[src/efc_defs.svh]
// Offsets, field positions and reset values of the flash cipher block.
// Included by the package and by the design module.
`ifndef EFC_DEFS_SVH
`define EFC_DEFS_SVH

// ----------------------------------------------------------------
// Register byte offsets
// ----------------------------------------------------------------
`define EFC_OFS_BUF0 12'h000
`define EFC_OFS_BUF7 12'h01C
`define EFC_OFS_START 12'h020
`define EFC_OFS_ADDR 12'h024
`define EFC_OFS_DONE 12'h028
`define EFC_OFS_CFG 12'h02C

// ----------------------------------------------------------------
// Field positions
// ----------------------------------------------------------------
`define EFC_START_BIT 0
`define EFC_DONE_BIT 0
`define EFC_CFG_ENC_BIT 0
`define EFC_CFG_DEC_BIT 1

// ----------------------------------------------------------------
// Reset values and counts
// ----------------------------------------------------------------
`define EFC_CFG_RESET 2'h0
`define EFC_ADDR_RESET 32'h0000_0000
`define EFC_SEG_WORDS 8
`define EFC_TOGGLE_BITS 7

`endif

[src/efc_pkg.sv]
// Types shared by the flash cipher block and its surroundings.
// Assumes efc_defs.svh is on the include path.
package efc_pkg;
  `include "efc_defs.svh"

  // ----------------------------------------------------------------
  // Fuse parameters
  // ----------------------------------------------------------------
  typedef struct packed {
    logic [1:0] coding_scheme;
    logic [255:0] key_fuse_block;
    logic [3:0] key_tweak_select;
    logic dl_inhibit_encrypt;
    logic dl_inhibit_decrypt;
    logic [`EFC_TOGGLE_BITS-1:0] decrypt_toggle_count;
  } efc_fuse_t;

  // Cache read word returning from flash
  typedef struct packed {
    logic valid;
    logic [23:0] addr;
    logic [31:0] data;
  } efc_rd_t;

  // Flash write word from the write controller
  typedef struct packed {
    logic valid;
    logic [23:0] addr;
    logic [31:0] data;
  } efc_wr_t;

  typedef enum logic {EFC_BOOT_FLASH, EFC_BOOT_DOWNLOAD} efc_boot_t;

  typedef enum {ENC_IDLE, ENC_RUN} efc_enc_state_t;
endpackage : efc_pkg

[src/efc_cipher.sv]
// Flash cipher path: key generator, encryption unit with AHB-Lite
// registers, and on-the-fly decryption of cache reads.
// Assumes fuse, boot and flash ports are on the clk domain.
//
// Notes on behaviour
// - Base key is formed from coding scheme and key fuse block.
// - Encrypt and decrypt keys come from base key, tweak select, address.
// - With tweak select all zero, keys ignore the flash address.
// - With nonzero tweak select, each eight-word block gets distinct keys.
// - One key generator feeds both units; they run concurrently.
// - Eight write-only buffers hold plaintext, word zero least significant.
// - Go bit encrypts the buffered words, then raises complete flag.
// - Encryption uses the key of the latched address, eight words out.
// - Operational and encrypted: write controller sends ciphertext instead.
// - Otherwise the write controller sends software data unchanged.
// - Flash boot: encryption operational exactly when encrypt enable set.
// - Download boot: needs encrypt enable and encrypt inhibit fuse clear.
// - No software read path to ciphertext or encrypt key.
// - Operational decryption decrypts cache reads with no software action.
// - Decrypt key hidden; decryption unit has no registers of its own.
// - Not operating: cache reads return raw flash contents.
// - Flash boot: decryption on when low seven toggle bits have odd ones.
// - Download boot: needs decrypt enable and decrypt inhibit fuse clear.
// - Six fuse parameters come in from the fuse controller.
//
// Our own choices: the AHB-Lite interface to the registers and the address map.
`timescale 1ns/1ps
`include "efc_defs.svh"

module efc_cipher #(
  parameter int SEG_WORDS = `EFC_SEG_WORDS
) (
  input wire logic clk, // 20 MHz clock
  input wire logic reset_n, // Asynchronous reset
  input wire logic hsel, // AHB slave select
  input wire logic [31:0] haddr, // AHB address
  input wire logic [1:0] htrans, // AHB transfer type
  input wire logic hwrite, // AHB write
  input wire logic [2:0] hsize, // AHB size
  input wire logic [31:0] hwdata, // AHB write data
  input wire logic hready, // AHB bus ready
  output logic [31:0] hrdata, // AHB read data
  output logic hreadyout, // AHB slave ready
  output logic hresp, // AHB response
  input wire efc_pkg::efc_fuse_t fuse, // Fuse parameters
  input wire efc_pkg::efc_boot_t boot_mode, // Boot mode
  input wire efc_pkg::efc_rd_t cache_rd_in, // Raw flash read word
  output efc_pkg::efc_rd_t cache_rd_out, // Word to the cache
  input wire efc_pkg::efc_wr_t flash_wr_in, // Write word from software
  output efc_pkg::efc_wr_t flash_wr_out, // Word to the flash
  output logic encrypt_operational, // Encryption unit active
  output logic decrypt_operational // Decryption unit active
);
  import efc_pkg::*;

  // ----------------------------------------------------------------
  // Key functions
  // ----------------------------------------------------------------
  // base key
  function automatic logic [255:0] base_key(input logic [1:0] scheme,
                                             input logic [255:0] blk);
    logic [255:0] k;
    k = blk;
    if (scheme != 2'h0) begin
      k = {blk[127:0], blk[127:0]} ^ {128'h0, blk[255:128]};
    end
    return k;
  endfunction : base_key

  function automatic logic [255:0] derive_key(input logic [255:0] kb,
                                               input logic [3:0] tweak,
                                               input logic [23:0] addr);
    logic [255:0] k;
    k = kb;
    if (tweak != 4'h0) begin
      // Every key word carries the block, so every keystream word differs
      for (int j = 0; j < 8; j++) begin
        k[j*32 +: 23] = kb[j*32 +: 23] ^ {tweak, addr[23:5]};
      end
      k[255:252] = kb[255:252] ^ tweak;
    end
    return k;
  endfunction : derive_key

  // Keystream word for one position; xor makes it its own inverse
  function automatic logic [31:0] key_word(input logic [255:0] k,
                                            input logic [2:0] idx);
    logic [31:0] a;
    logic [31:0] b;
    a = k[idx*32 +: 32];
    b = k[(3'(idx + 3'h3))*32 +: 32];
    return a ^ {b[26:0], b[31:27]} ^ {29'h0, idx};
  endfunction : key_word

  // Read mux; write-only and unmapped places answer zero
  function automatic logic [31:0] read_word(input logic [11:0] o,
                                             input logic done,
                                             input logic [1:0] cfg);
    logic [31:0] w;
    w = 32'h0000_0000;
    if (o == `EFC_OFS_DONE) begin
      w = {31'h0, done};
    end else if (o == `EFC_OFS_CFG) begin
      w = {30'h0, cfg};
    end
    return w;
  endfunction : read_word

  // Aligned offset inside the plaintext buffers
  function automatic logic is_buf_ofs(input logic [11:0] o);
    return (o <= `EFC_OFS_BUF7) && (o[1:0] == 2'h0);
  endfunction : is_buf_ofs

  // ----------------------------------------------------------------
  // Register and state declarations
  // ----------------------------------------------------------------
  logic [31:0] buf_reg [SEG_WORDS];
  logic [31:0] buf_next [SEG_WORDS];
  logic [31:0] ct_reg [SEG_WORDS];
  logic [31:0] ct_next [SEG_WORDS];
  logic [23:0] addr_reg, addr_next;
  logic [1:0] cfg_reg, cfg_next;
  logic done_reg, done_next;
  logic seg_valid_reg, seg_valid_next;
  logic [2:0] cnt_reg, cnt_next;
  efc_enc_state_t state_reg, state_next;
  logic wr_pend_reg, wr_pend_next;
  logic [11:0] wr_ofs_reg, wr_ofs_next;
  logic [31:0] hrdata_reg, hrdata_next;
  logic hreadyout_reg, hreadyout_next;
  logic hresp_reg, hresp_next;
  efc_rd_t rd_reg, rd_next;
  efc_wr_t wr_reg, wr_next;
  logic enc_op_reg, enc_op_next;
  logic dec_op_reg, dec_op_next;
  logic [255:0] key_base;
  logic [255:0] key_enc;
  logic [255:0] key_dec;
  logic addr_phase;
  logic [11:0] ofs;
  logic start_wr;

  // ----------------------------------------------------------------
  // Key generator
  // ----------------------------------------------------------------
  // fuse inputs
  always_comb begin
    key_base = base_key(fuse.coding_scheme, fuse.key_fuse_block);
    key_enc = derive_key(key_base, fuse.key_tweak_select, addr_reg);
    key_dec = derive_key(key_base, fuse.key_tweak_select, cache_rd_in.addr);
  end

  // ----------------------------------------------------------------
  // Operating conditions
  // ----------------------------------------------------------------
  always_comb begin
    if (boot_mode == EFC_BOOT_FLASH) begin
      enc_op_next = cfg_reg[`EFC_CFG_ENC_BIT];
    end else begin
      enc_op_next = cfg_reg[`EFC_CFG_ENC_BIT] & ~fuse.dl_inhibit_encrypt;
    end
    if (boot_mode == EFC_BOOT_FLASH) begin
      dec_op_next = ^fuse.decrypt_toggle_count;
    end else begin
      dec_op_next = cfg_reg[`EFC_CFG_DEC_BIT] & ~fuse.dl_inhibit_decrypt;
    end
  end

  always_ff @(posedge clk or negedge reset_n) begin
    if (!reset_n) begin
      enc_op_reg <= 1'b0;
      dec_op_reg <= 1'b0;
    end else begin
      enc_op_reg <= enc_op_next;
      dec_op_reg <= dec_op_next;
    end
  end

  // ----------------------------------------------------------------
  // AHB-Lite slave
  // ----------------------------------------------------------------
  assign addr_phase = hsel & htrans[1] & hready;
  assign ofs = haddr[11:0];
  assign start_wr = wr_pend_reg & (wr_ofs_reg == `EFC_OFS_START) &
                    hwdata[`EFC_START_BIT];

  always_comb begin
    wr_pend_next = addr_phase & hwrite;
    wr_ofs_next = addr_phase ? ofs : wr_ofs_reg;
    hrdata_next = 32'h0000_0000;
    // only status and config read back
    if (addr_phase && !hwrite) begin
      hrdata_next = read_word(ofs, done_reg, cfg_reg);
    end
    // Zero wait states, always OKAY
    hreadyout_next = 1'b1;
    hresp_next = 1'b0;
  end

  always_ff @(posedge clk or negedge reset_n) begin
    if (!reset_n) begin
      wr_pend_reg <= 1'b0;
      wr_ofs_reg <= 12'h000;
      hrdata_reg <= 32'h0000_0000;
      hreadyout_reg <= 1'b1;
      hresp_reg <= 1'b0;
    end else begin
      wr_pend_reg <= wr_pend_next;
      wr_ofs_reg <= wr_ofs_next;
      hrdata_reg <= hrdata_next;
      hreadyout_reg <= hreadyout_next;
      hresp_reg <= hresp_next;
    end
  end

  // ----------------------------------------------------------------
  // Register file
  // ----------------------------------------------------------------
  always_comb begin
    for (int i = 0; i < SEG_WORDS; i++) begin
      buf_next[i] = buf_reg[i];
    end
    addr_next = addr_reg;
    cfg_next = cfg_reg;
    if (wr_pend_reg) begin
      if (is_buf_ofs(wr_ofs_reg)) begin
        buf_next[wr_ofs_reg[4:2]] = hwdata;
      end
      if (wr_ofs_reg == `EFC_OFS_ADDR) begin
        addr_next = hwdata[23:0];
      end
      if (wr_ofs_reg == `EFC_OFS_CFG) begin
        cfg_next = hwdata[1:0];
      end
    end
  end

  always_ff @(posedge clk or negedge reset_n) begin
    if (!reset_n) begin
      addr_reg <= 24'h00_0000;
      cfg_reg <= `EFC_CFG_RESET;
      for (int i = 0; i < SEG_WORDS; i++) begin
        buf_reg[i] <= 32'h0000_0000;
      end
    end else begin
      addr_reg <= addr_next;
      cfg_reg <= cfg_next;
      for (int i = 0; i < SEG_WORDS; i++) begin
        buf_reg[i] <= buf_next[i];
      end
    end
  end

  assign hrdata = hrdata_reg;
  assign hreadyout = hreadyout_reg;
  assign hresp = hresp_reg;

  // ----------------------------------------------------------------
  // Encryption unit
  // ----------------------------------------------------------------
  always_comb begin
    state_next = state_reg;
    cnt_next = cnt_reg;
    done_next = done_reg;
    seg_valid_next = seg_valid_reg;
    for (int i = 0; i < SEG_WORDS; i++) begin
      ct_next[i] = ct_reg[i];
    end
    case (state_reg)
      ENC_IDLE: begin
        if (start_wr && enc_op_reg) begin
          state_next = ENC_RUN;
          cnt_next = 3'h0;
          done_next = 1'b0;
          seg_valid_next = 1'b0;
        end
      end
      ENC_RUN: begin
        ct_next[cnt_reg] = buf_reg[cnt_reg] ^ key_word(key_enc, cnt_reg);
        cnt_next = 3'(cnt_reg + 3'h1);
        if (cnt_reg == 3'(SEG_WORDS - 1)) begin
          state_next = ENC_IDLE;
          done_next = 1'b1;
          seg_valid_next = 1'b1;
        end
      end
      default: begin
        state_next = ENC_IDLE;
      end
    endcase
    if (!enc_op_reg) begin
      seg_valid_next = 1'b0;
    end
  end

  always_ff @(posedge clk or negedge reset_n) begin
    if (!reset_n) begin
      state_reg <= ENC_IDLE;
      cnt_reg <= 3'h0;
      done_reg <= 1'b0;
      seg_valid_reg <= 1'b0;
      for (int i = 0; i < SEG_WORDS; i++) begin
        ct_reg[i] <= 32'h0000_0000;
      end
    end else begin
      state_reg <= state_next;
      cnt_reg <= cnt_next;
      done_reg <= done_next;
      seg_valid_reg <= seg_valid_next;
      for (int i = 0; i < SEG_WORDS; i++) begin
        ct_reg[i] <= ct_next[i];
      end
    end
  end

  // ----------------------------------------------------------------
  // Flash write path
  // ----------------------------------------------------------------
  always_comb begin
    wr_next = flash_wr_in;
    if (flash_wr_in.valid && enc_op_reg && seg_valid_reg) begin
      wr_next.data = ct_reg[flash_wr_in.addr[4:2]];
    end
  end

  always_ff @(posedge clk or negedge reset_n) begin
    if (!reset_n) begin
      wr_reg <= '0;
    end else begin
      wr_reg <= wr_next;
    end
  end

  // ----------------------------------------------------------------
  // Cache read path
  // ----------------------------------------------------------------
  always_comb begin
    rd_next = cache_rd_in;
    if (cache_rd_in.valid && dec_op_reg) begin
      rd_next.data = cache_rd_in.data ^ key_word(key_dec, cache_rd_in.addr[4:2]);
    end
  end

  always_ff @(posedge clk or negedge reset_n) begin
    if (!reset_n) begin
      rd_reg <= '0;
    end else begin
      rd_reg <= rd_next;
    end
  end

  // ----------------------------------------------------------------
  // Outputs
  // ----------------------------------------------------------------
  assign flash_wr_out = wr_reg;
  assign cache_rd_out = rd_reg;
  assign encrypt_operational = enc_op_reg;
  assign decrypt_operational = dec_op_reg;
endmodule : efc_cipher

[config.mk]
export PLATFORM = sky130hd
export DESIGN_NAME = efc_cipher
export DESIGN_NICKNAME = d
export VERILOG_FILES = /design/src/efc_pkg.sv /design/src/efc_cipher.sv
export VERILOG_INCLUDE_DIRS = /design/src
export SDC_FILE = /design/constraint.sdc
export NUM_CORES = 2
export LEC_CHECK = 0
export BUFFER_PORTS_ARGS = -buffer_cell sky130_fd_sc_hd__buf_2
export CAP_MARGIN = 10
export CELL_PAD_IN_SITES_DETAIL_PLACEMENT = 0
export CELL_PAD_IN_SITES_GLOBAL_PLACEMENT = 1
export CORE_MARGIN = 2
export CORE_UTILIZATION = 45
export DETAILED_ROUTE_END_ITERATION = 16
export GPL_TIMING_DRIVEN = 0
export PLACE_DENSITY = 0.83
export REMOVE_ABC_BUFFERS = 1
export SYNTH_ARGS = -nofsm -noshare
export SYNTH_HDL_FRONTEND = slang
export SYNTH_SLANG_ARGS = --single-unit
[constraint.sdc]
create_clock -name clk -period 11.1 [get_ports clk]
set_input_delay 0.555 -clock clk [delete_from_list [all_inputs] [get_ports clk]]
set_output_delay 0.555 -clock clk [all_outputs]
set_load 0.02 [all_outputs]
* Word level (Yosys, flattened, before mapping)
Cells that the tools add are included.
** Operators by class
- Reductions and logical operators :: 22
- Equality and inequality tests :: 12
- Shift-type cells :: 4
- Magnitude comparators :: 6
- Add/sub/neg operators :: 3
- Multiplexer cells :: 46
- Bitwise logic cells :: 36
** Operator list (count)
- 256-bit by 9-bit variable part select with 32-bit output :: 4
- 256-bit bitwise mux :: 2
- 23-bit 2-to-1 mux :: 16
- 23-bit bitwise XOR :: 16
- 32-bit 2-to-1 mux :: 10
- 256-bit 2-to-1 mux :: 1
- 256-bit by 128-bit bitwise XOR with 256-bit output :: 1
- 32-bit binary-select mux with 3-bit select :: 2
- 32-bit demux with 3-bit select :: 2
- 32-bit bitwise XOR :: 4
- 32-bit one-hot mux with 2 select lines :: 1
- 32-bit by 3-bit bitwise XOR with 32-bit output :: 2
- 12-bit by 6-bit == test with 1-bit output (second input constant) :: 5
- 32-bit by 1-bit == test with 1-bit output (second input constant) :: 1
- 32-bit zero test :: 1
- 4-bit >= comparator (second input constant) :: 3
- 12-bit by 5-bit <= comparator with 1-bit output (second input constant) :: 1
- 3-bit NOT with 4-bit output :: 3
- 2-bit AND reduction :: 5
- 1-bit logical AND :: 8
- 4-bit by 1-bit < comparator with 1-bit output (second input constant) :: 2
- 1-bit bitwise AND :: 7
- 7-bit parity :: 1
- 3-bit by 2-bit adder with 3-bit output (second input constant) :: 2
- 18 further kinds :: 29
** Word-level totals
- Register bits after elaboration :: 736

* Depth between registers and ports, before layout
- Depth after elaboration :: 9
- Depth in mapped cells :: 17
- Depth with buffers taken out :: 10

* Worst setup path after synthesis
Ideal clock, no wire load.
- Path type :: reg-to-reg
- Start :: reg cnt_reg[0]
- End :: reg ct_reg[255] (netlist name)
- Slack :: 6.984 ns
- Stages on the path, launching flop included :: 17
- Data required time :: 10.968 ns
- Arrival time :: 3.983 ns
- Path buffers :: 8
- Path through :: dfrtp_1 clkbuf_1 buf_4 inv_2 buf_2 clkbuf_1 clkbuf_1 ha_1 buf_2 inv_2 buf_2 clkbuf_1 mux4_2 mux2i_1 xor2_1 xnor2_1 o21ai_0
** On the way
- Cells in the longest elaborated chain, start to end :: 6
- Elaborated cells between the ends (all ways) :: 16
- Classes of those cells :: 1 x add/sub; 2 x order compare; 2 x shift; 6 x mux; 4 x bitwise; 1 x reduce/logical
** Ends and longest elaborated chain
- start: declaration :: RTL line efc_cipher.sv:125 : logic [2:0] cnt_reg, cnt_next;
- start signal: assignment :: RTL line efc_cipher.sv:307 : cnt_reg <= cnt_next;
- 3-bit by 2-bit adder with 3-bit output or 3-bit NOT with 4-bit output (tied branches) :: RTL line efc_cipher.sv:91, efc_cipher.sv:279
- 256-bit by 9-bit variable part select with 32-bit output (tied with other cells) :: RTL line efc_cipher.sv:91 : b = k[(3'(idx + 3'h3))*32 +: 32];
- 32-bit bitwise XOR (tied with other cells) :: RTL line efc_cipher.sv:92 : return a ^ {b[26:0], b[31:27]} ^ {29'h0, idx};
- 32-bit by 3-bit bitwise XOR with 32-bit output or 32-bit 2-to-1 mux (tied branches) :: RTL line efc_cipher.sv:92, efc_cipher.sv:279
- 32-bit bitwise XOR or 32-bit demux with 3-bit select (tied branches) :: RTL line efc_cipher.sv:279 : ct_next[cnt_reg] = buf_reg[cnt_reg] ^ key_word(key_enc, cnt_reg);
- 256-bit bitwise mux (*) :: RTL line efc_cipher.sv:279
- end signal: indexed assignment :: RTL line efc_cipher.sv:311 : ct_reg[i] <= ct_next[i];
- end: declaration :: RTL line efc_cipher.sv:119 : logic [31:0] ct_reg [SEG_WORDS];
Mark *: on every way between the ends. The rest lies on a longest branch, timed or not. The select of a mux whose other input is x is not followed.
A chain may end at the register's enable or synchronous reset.

* Final worst setup path
- Start :: reg cnt_reg[0]
- End :: reg ct_reg[4] (netlist name)
Same word-level chain as after synthesis.

==> out/qor.txt <==
Overflow after GRT = 0
Worst-path cell chain = inv_4 -> buf_16 -> ha_2 -> xnor2_1 -> buf_4 -> nand2_1 -> a31oi_1 -> a21oi_1 -> a2111oi_0 -> xor2_1 -> xnor2_1 -> o21ai_0
Max-slew violation count = 0
Sort of element at the start of the critical path = flop
Setup crit start = cnt_reg[0]
Total area of sequential cells = 16800 um^2
Mapped Area = 42000 um^2
I/O pin total = 610
Commonest cells in the netlist = sky130_fd_sc_hd__dfrtp_1, sky130_fd_sc_hd__nand2_1, sky130_fd_sc_hd__o21ai_0
Most used flip-flop cell after synthesis = sky130_fd_sc_hd__dfrtp_1
Relative slew margins = 15.4%
Vias = 32.7k
Row count = 112
Inserted Clock Buffers = 79
Number of hold violations in the final report = 0
Worst clock skew = 0.0287 ns
Starting density of the core = 45.2%
Fill count = 8033
Clock transition at the registers of the reported paths = 0.06 ns
Classification of the worst-slack hold path = primary input to flop
Gr usage total = 30.2%
Count of distinct cell types in the synthesized netlist = 69
Global-route wire length before repair = 213000 um
Proportion of synthesized area in mux cells = 31.7%
Horiz. Die Dim = 309 um
Maximum ir drop on the vdd rail = 0.185 mV
Iter 0 DRT Violations = 3217
CP required = 11.57 ns
Max clock buf depth = 3
Total number of clock tree sinks = 670
Maximum number of pins on one net before global-route repair = 123
Total power = 6.59 mW
Crit path top cell by count = sky130_fd_sc_hd__xnor2_1
Vias per Instance = 6.00
Met1 track demand over resource = 39.3%
Post-CTS setup repair buffer count = 0
Worst-Skew Late Latency = 0.64 ns
Total wirelength of the detailed-routed design = 145000 um
Per-instance average area after synthesis = 11.4 um^2
Worst endpoint data arrival time = 5.76 ns
Highest fanout seen on the critical path = 44
Total setup violations reported at the end of the flow = 0
Main combinational cell family by area after synthesis = multiplexers
Antenna violations before repair = 48
Result of the run = completed
Post-Synth Simple-Gate Area = 7.00%
Clock root buffer master = sky130_fd_sc_hd__clkbuf_16
Die extent in y = 309 um
Final-stage net count = 4573
CTS tree = done
Area share of xor/xnor cells in the synthesized design = 8.85%
Post-synth ARST share = 100%
Adder-cell share of the synthesized area = 0.119%
Total leakage power = 22.0 nW
Portion of the post-synthesis area used by sequential elements = 39.9%
Die area = 95800 um^2
Final clock period utilization by the worst path = 47.7%
# DRC = 0
Reg-to-Reg Start = cnt_reg[0]
Layout area overhead = 18.2%
Vias in the first global route = 32.3k
Category of the worst setup path capture point = flop
Areal power density over the cells = 133 nW/um^2
Dominant cell type by area after synthesis = sky130_fd_sc_hd__dfrtp_1
Multi-input gate area = 24000 um^2
Hold_ws = 0.0504 ns
Met2 layer usage reported by global route = 48.2%
Biggest area contributors in the synthesized netlist = sky130_fd_sc_hd__dfrtp_1, sky130_fd_sc_hd__mux4_2, sky130_fd_sc_hd__mux2_2
Met3 Track Usage GR = 8.05%
Flops & latches, synth = 670
Routed length per placed instance = 26.6 um
Setup repair after global routing missed its margin = no
Critical-path cell with the highest stage delay = sky130_fd_sc_hd__xnor2_1
Fraction of layout cells with a size suffix above 1 = 34.2%
Global route hottest layer = met2
Type of the worst setup path = flop to flop
Number of maximum-capacitance violations = 0
Synthesized-area fraction occupied by ao, oa, aoi and oai cells = 8.78%
Startpoint of the most critical hold path = flash_wr_in[56]
Post-DRT Antenna Nets = 0
Pre-Repair DR Iteration Count = 6
Area share of the largest cell type after synthesis = 39.9%
HPWL Detailed = 104000 um
GP Congestion = 0.881
Depth of the CTS H-tree = 3
Leading cell type by number of instances after synthesis = sky130_fd_sc_hd__dfrtp_1
Instance count of the mapped netlist = 3675
Min Clock Period, post-route = 5.29 ns
Achievable Freq = 189 MHz
Slew @ Worst Pin = 1.27 ns
Placeable core region = 92900 um^2
Yosys warnings = 0
Critical Path Max Stage Delay = 0.91 ns
Post-synth EDFFs = 0
Port Buffers = 553
==> worst paths after layout <==
path | to | slack, ns | cells after the start
worst min register to register | ct_reg[7] | 0.47 | 2
min in group asynchronous | flash_wr_out[47] | 0.57 | 2
worst max register to register | ct_reg[4] | 5.81 | 12
worst max-delay path | ct_reg[4] | 5.81 | 12
max in group asynchronous | addr_reg[17] | 8.84 | 4
worst min-delay path | flash_wr_out[56] | 0.05 | 1
==> report_power, final <==
part | total [mW] | switching, mW | leakage, nW | internal [mW]
registers | 2.52 | 0.0209 | 7.71 | 2.50
logic | 1.28 | 0.768 | 13.0 | 0.516
clock network | 2.79 | 1.09 | 1.34 | 1.70
==> layout make-up <==
type,instances,area share (%)
Multi-Input combinational cell,2698,48.4
Sequential cell,670,33.8
Timing Repair Buffer,644,8.79
Clock buffer,106,4.52
Tap cell,1254,3.16
Clock inverter,33,1.03
Inverter,16,0.141
Antenna cell,25,0.126
==> critical path: cells and delay by family (launching register included) <==
family / cells / cell delay (ns)
AOI/OAI and AO/OA: 4 / 1.25
buffers and inverters: 3 / 0.97
xor gates and xnor gates: 3 / 1.58
DFF: 1 / 0.89
adders and majority gates: 1 / 0.28
and+or+nand+nor: 1 / 0.07
==> kinds of logic after synthesis <==
group	Yosys count
AOI/OAI and AO/OA	660
xor gates and xnor gates	408
adders and majority gates	4
buffers and inverters	337
DFF	670
muxes	899
other	2
and+or+nand+nor	695
==> per-stage QoR <==
stage               worst slack [ns]  util (%)  instances  TNS (ns)  cell area [um^2]
floorplan                      0.209         -       3384         0             40600
global placement               -8.71      48.4       5191  -5155.89             45000
detailed placement              5.94      50.1       5257         0             46600
CTS                             5.93      53.3       5420         0             49600
global route                    5.60      53.4       5434         0             49600
finish                          5.81      53.4       5446         0             49600
==> layer usage <==
metal  wire length, um  vias up
li1                  -    14285
met1             56500    16475
met2             68400     1538
met3             14500      350
met4              5160       44
met5               296        -
==> timing repair <==
item / 4_1_cts / 5_1_grt
gates resized for setup: 0 / 0
hold buffers: 24 / 0
endpoints found under the hold margin: 62 / 0
endpoints found under the setup margin: 0 / 0
==> cells in the final DEF (no fill, tap or decap), drive strengths merged, types with 25 or more instances in the layout <==
master	Yosys	routed
xor2	184	184
mux2i	283	283
o22ai	47	47
o21ai	441	441
mux2	301	301
diode	0	25
nor2	115	115
conb	2	32
buf	131	620
nand2	449	449
clkbuf	190	106
dfrtp	670	670
a21oi	69	69
mux4	315	315
xnor2	223	223
nor3	27	27
(Power assumes the default switching activity.)
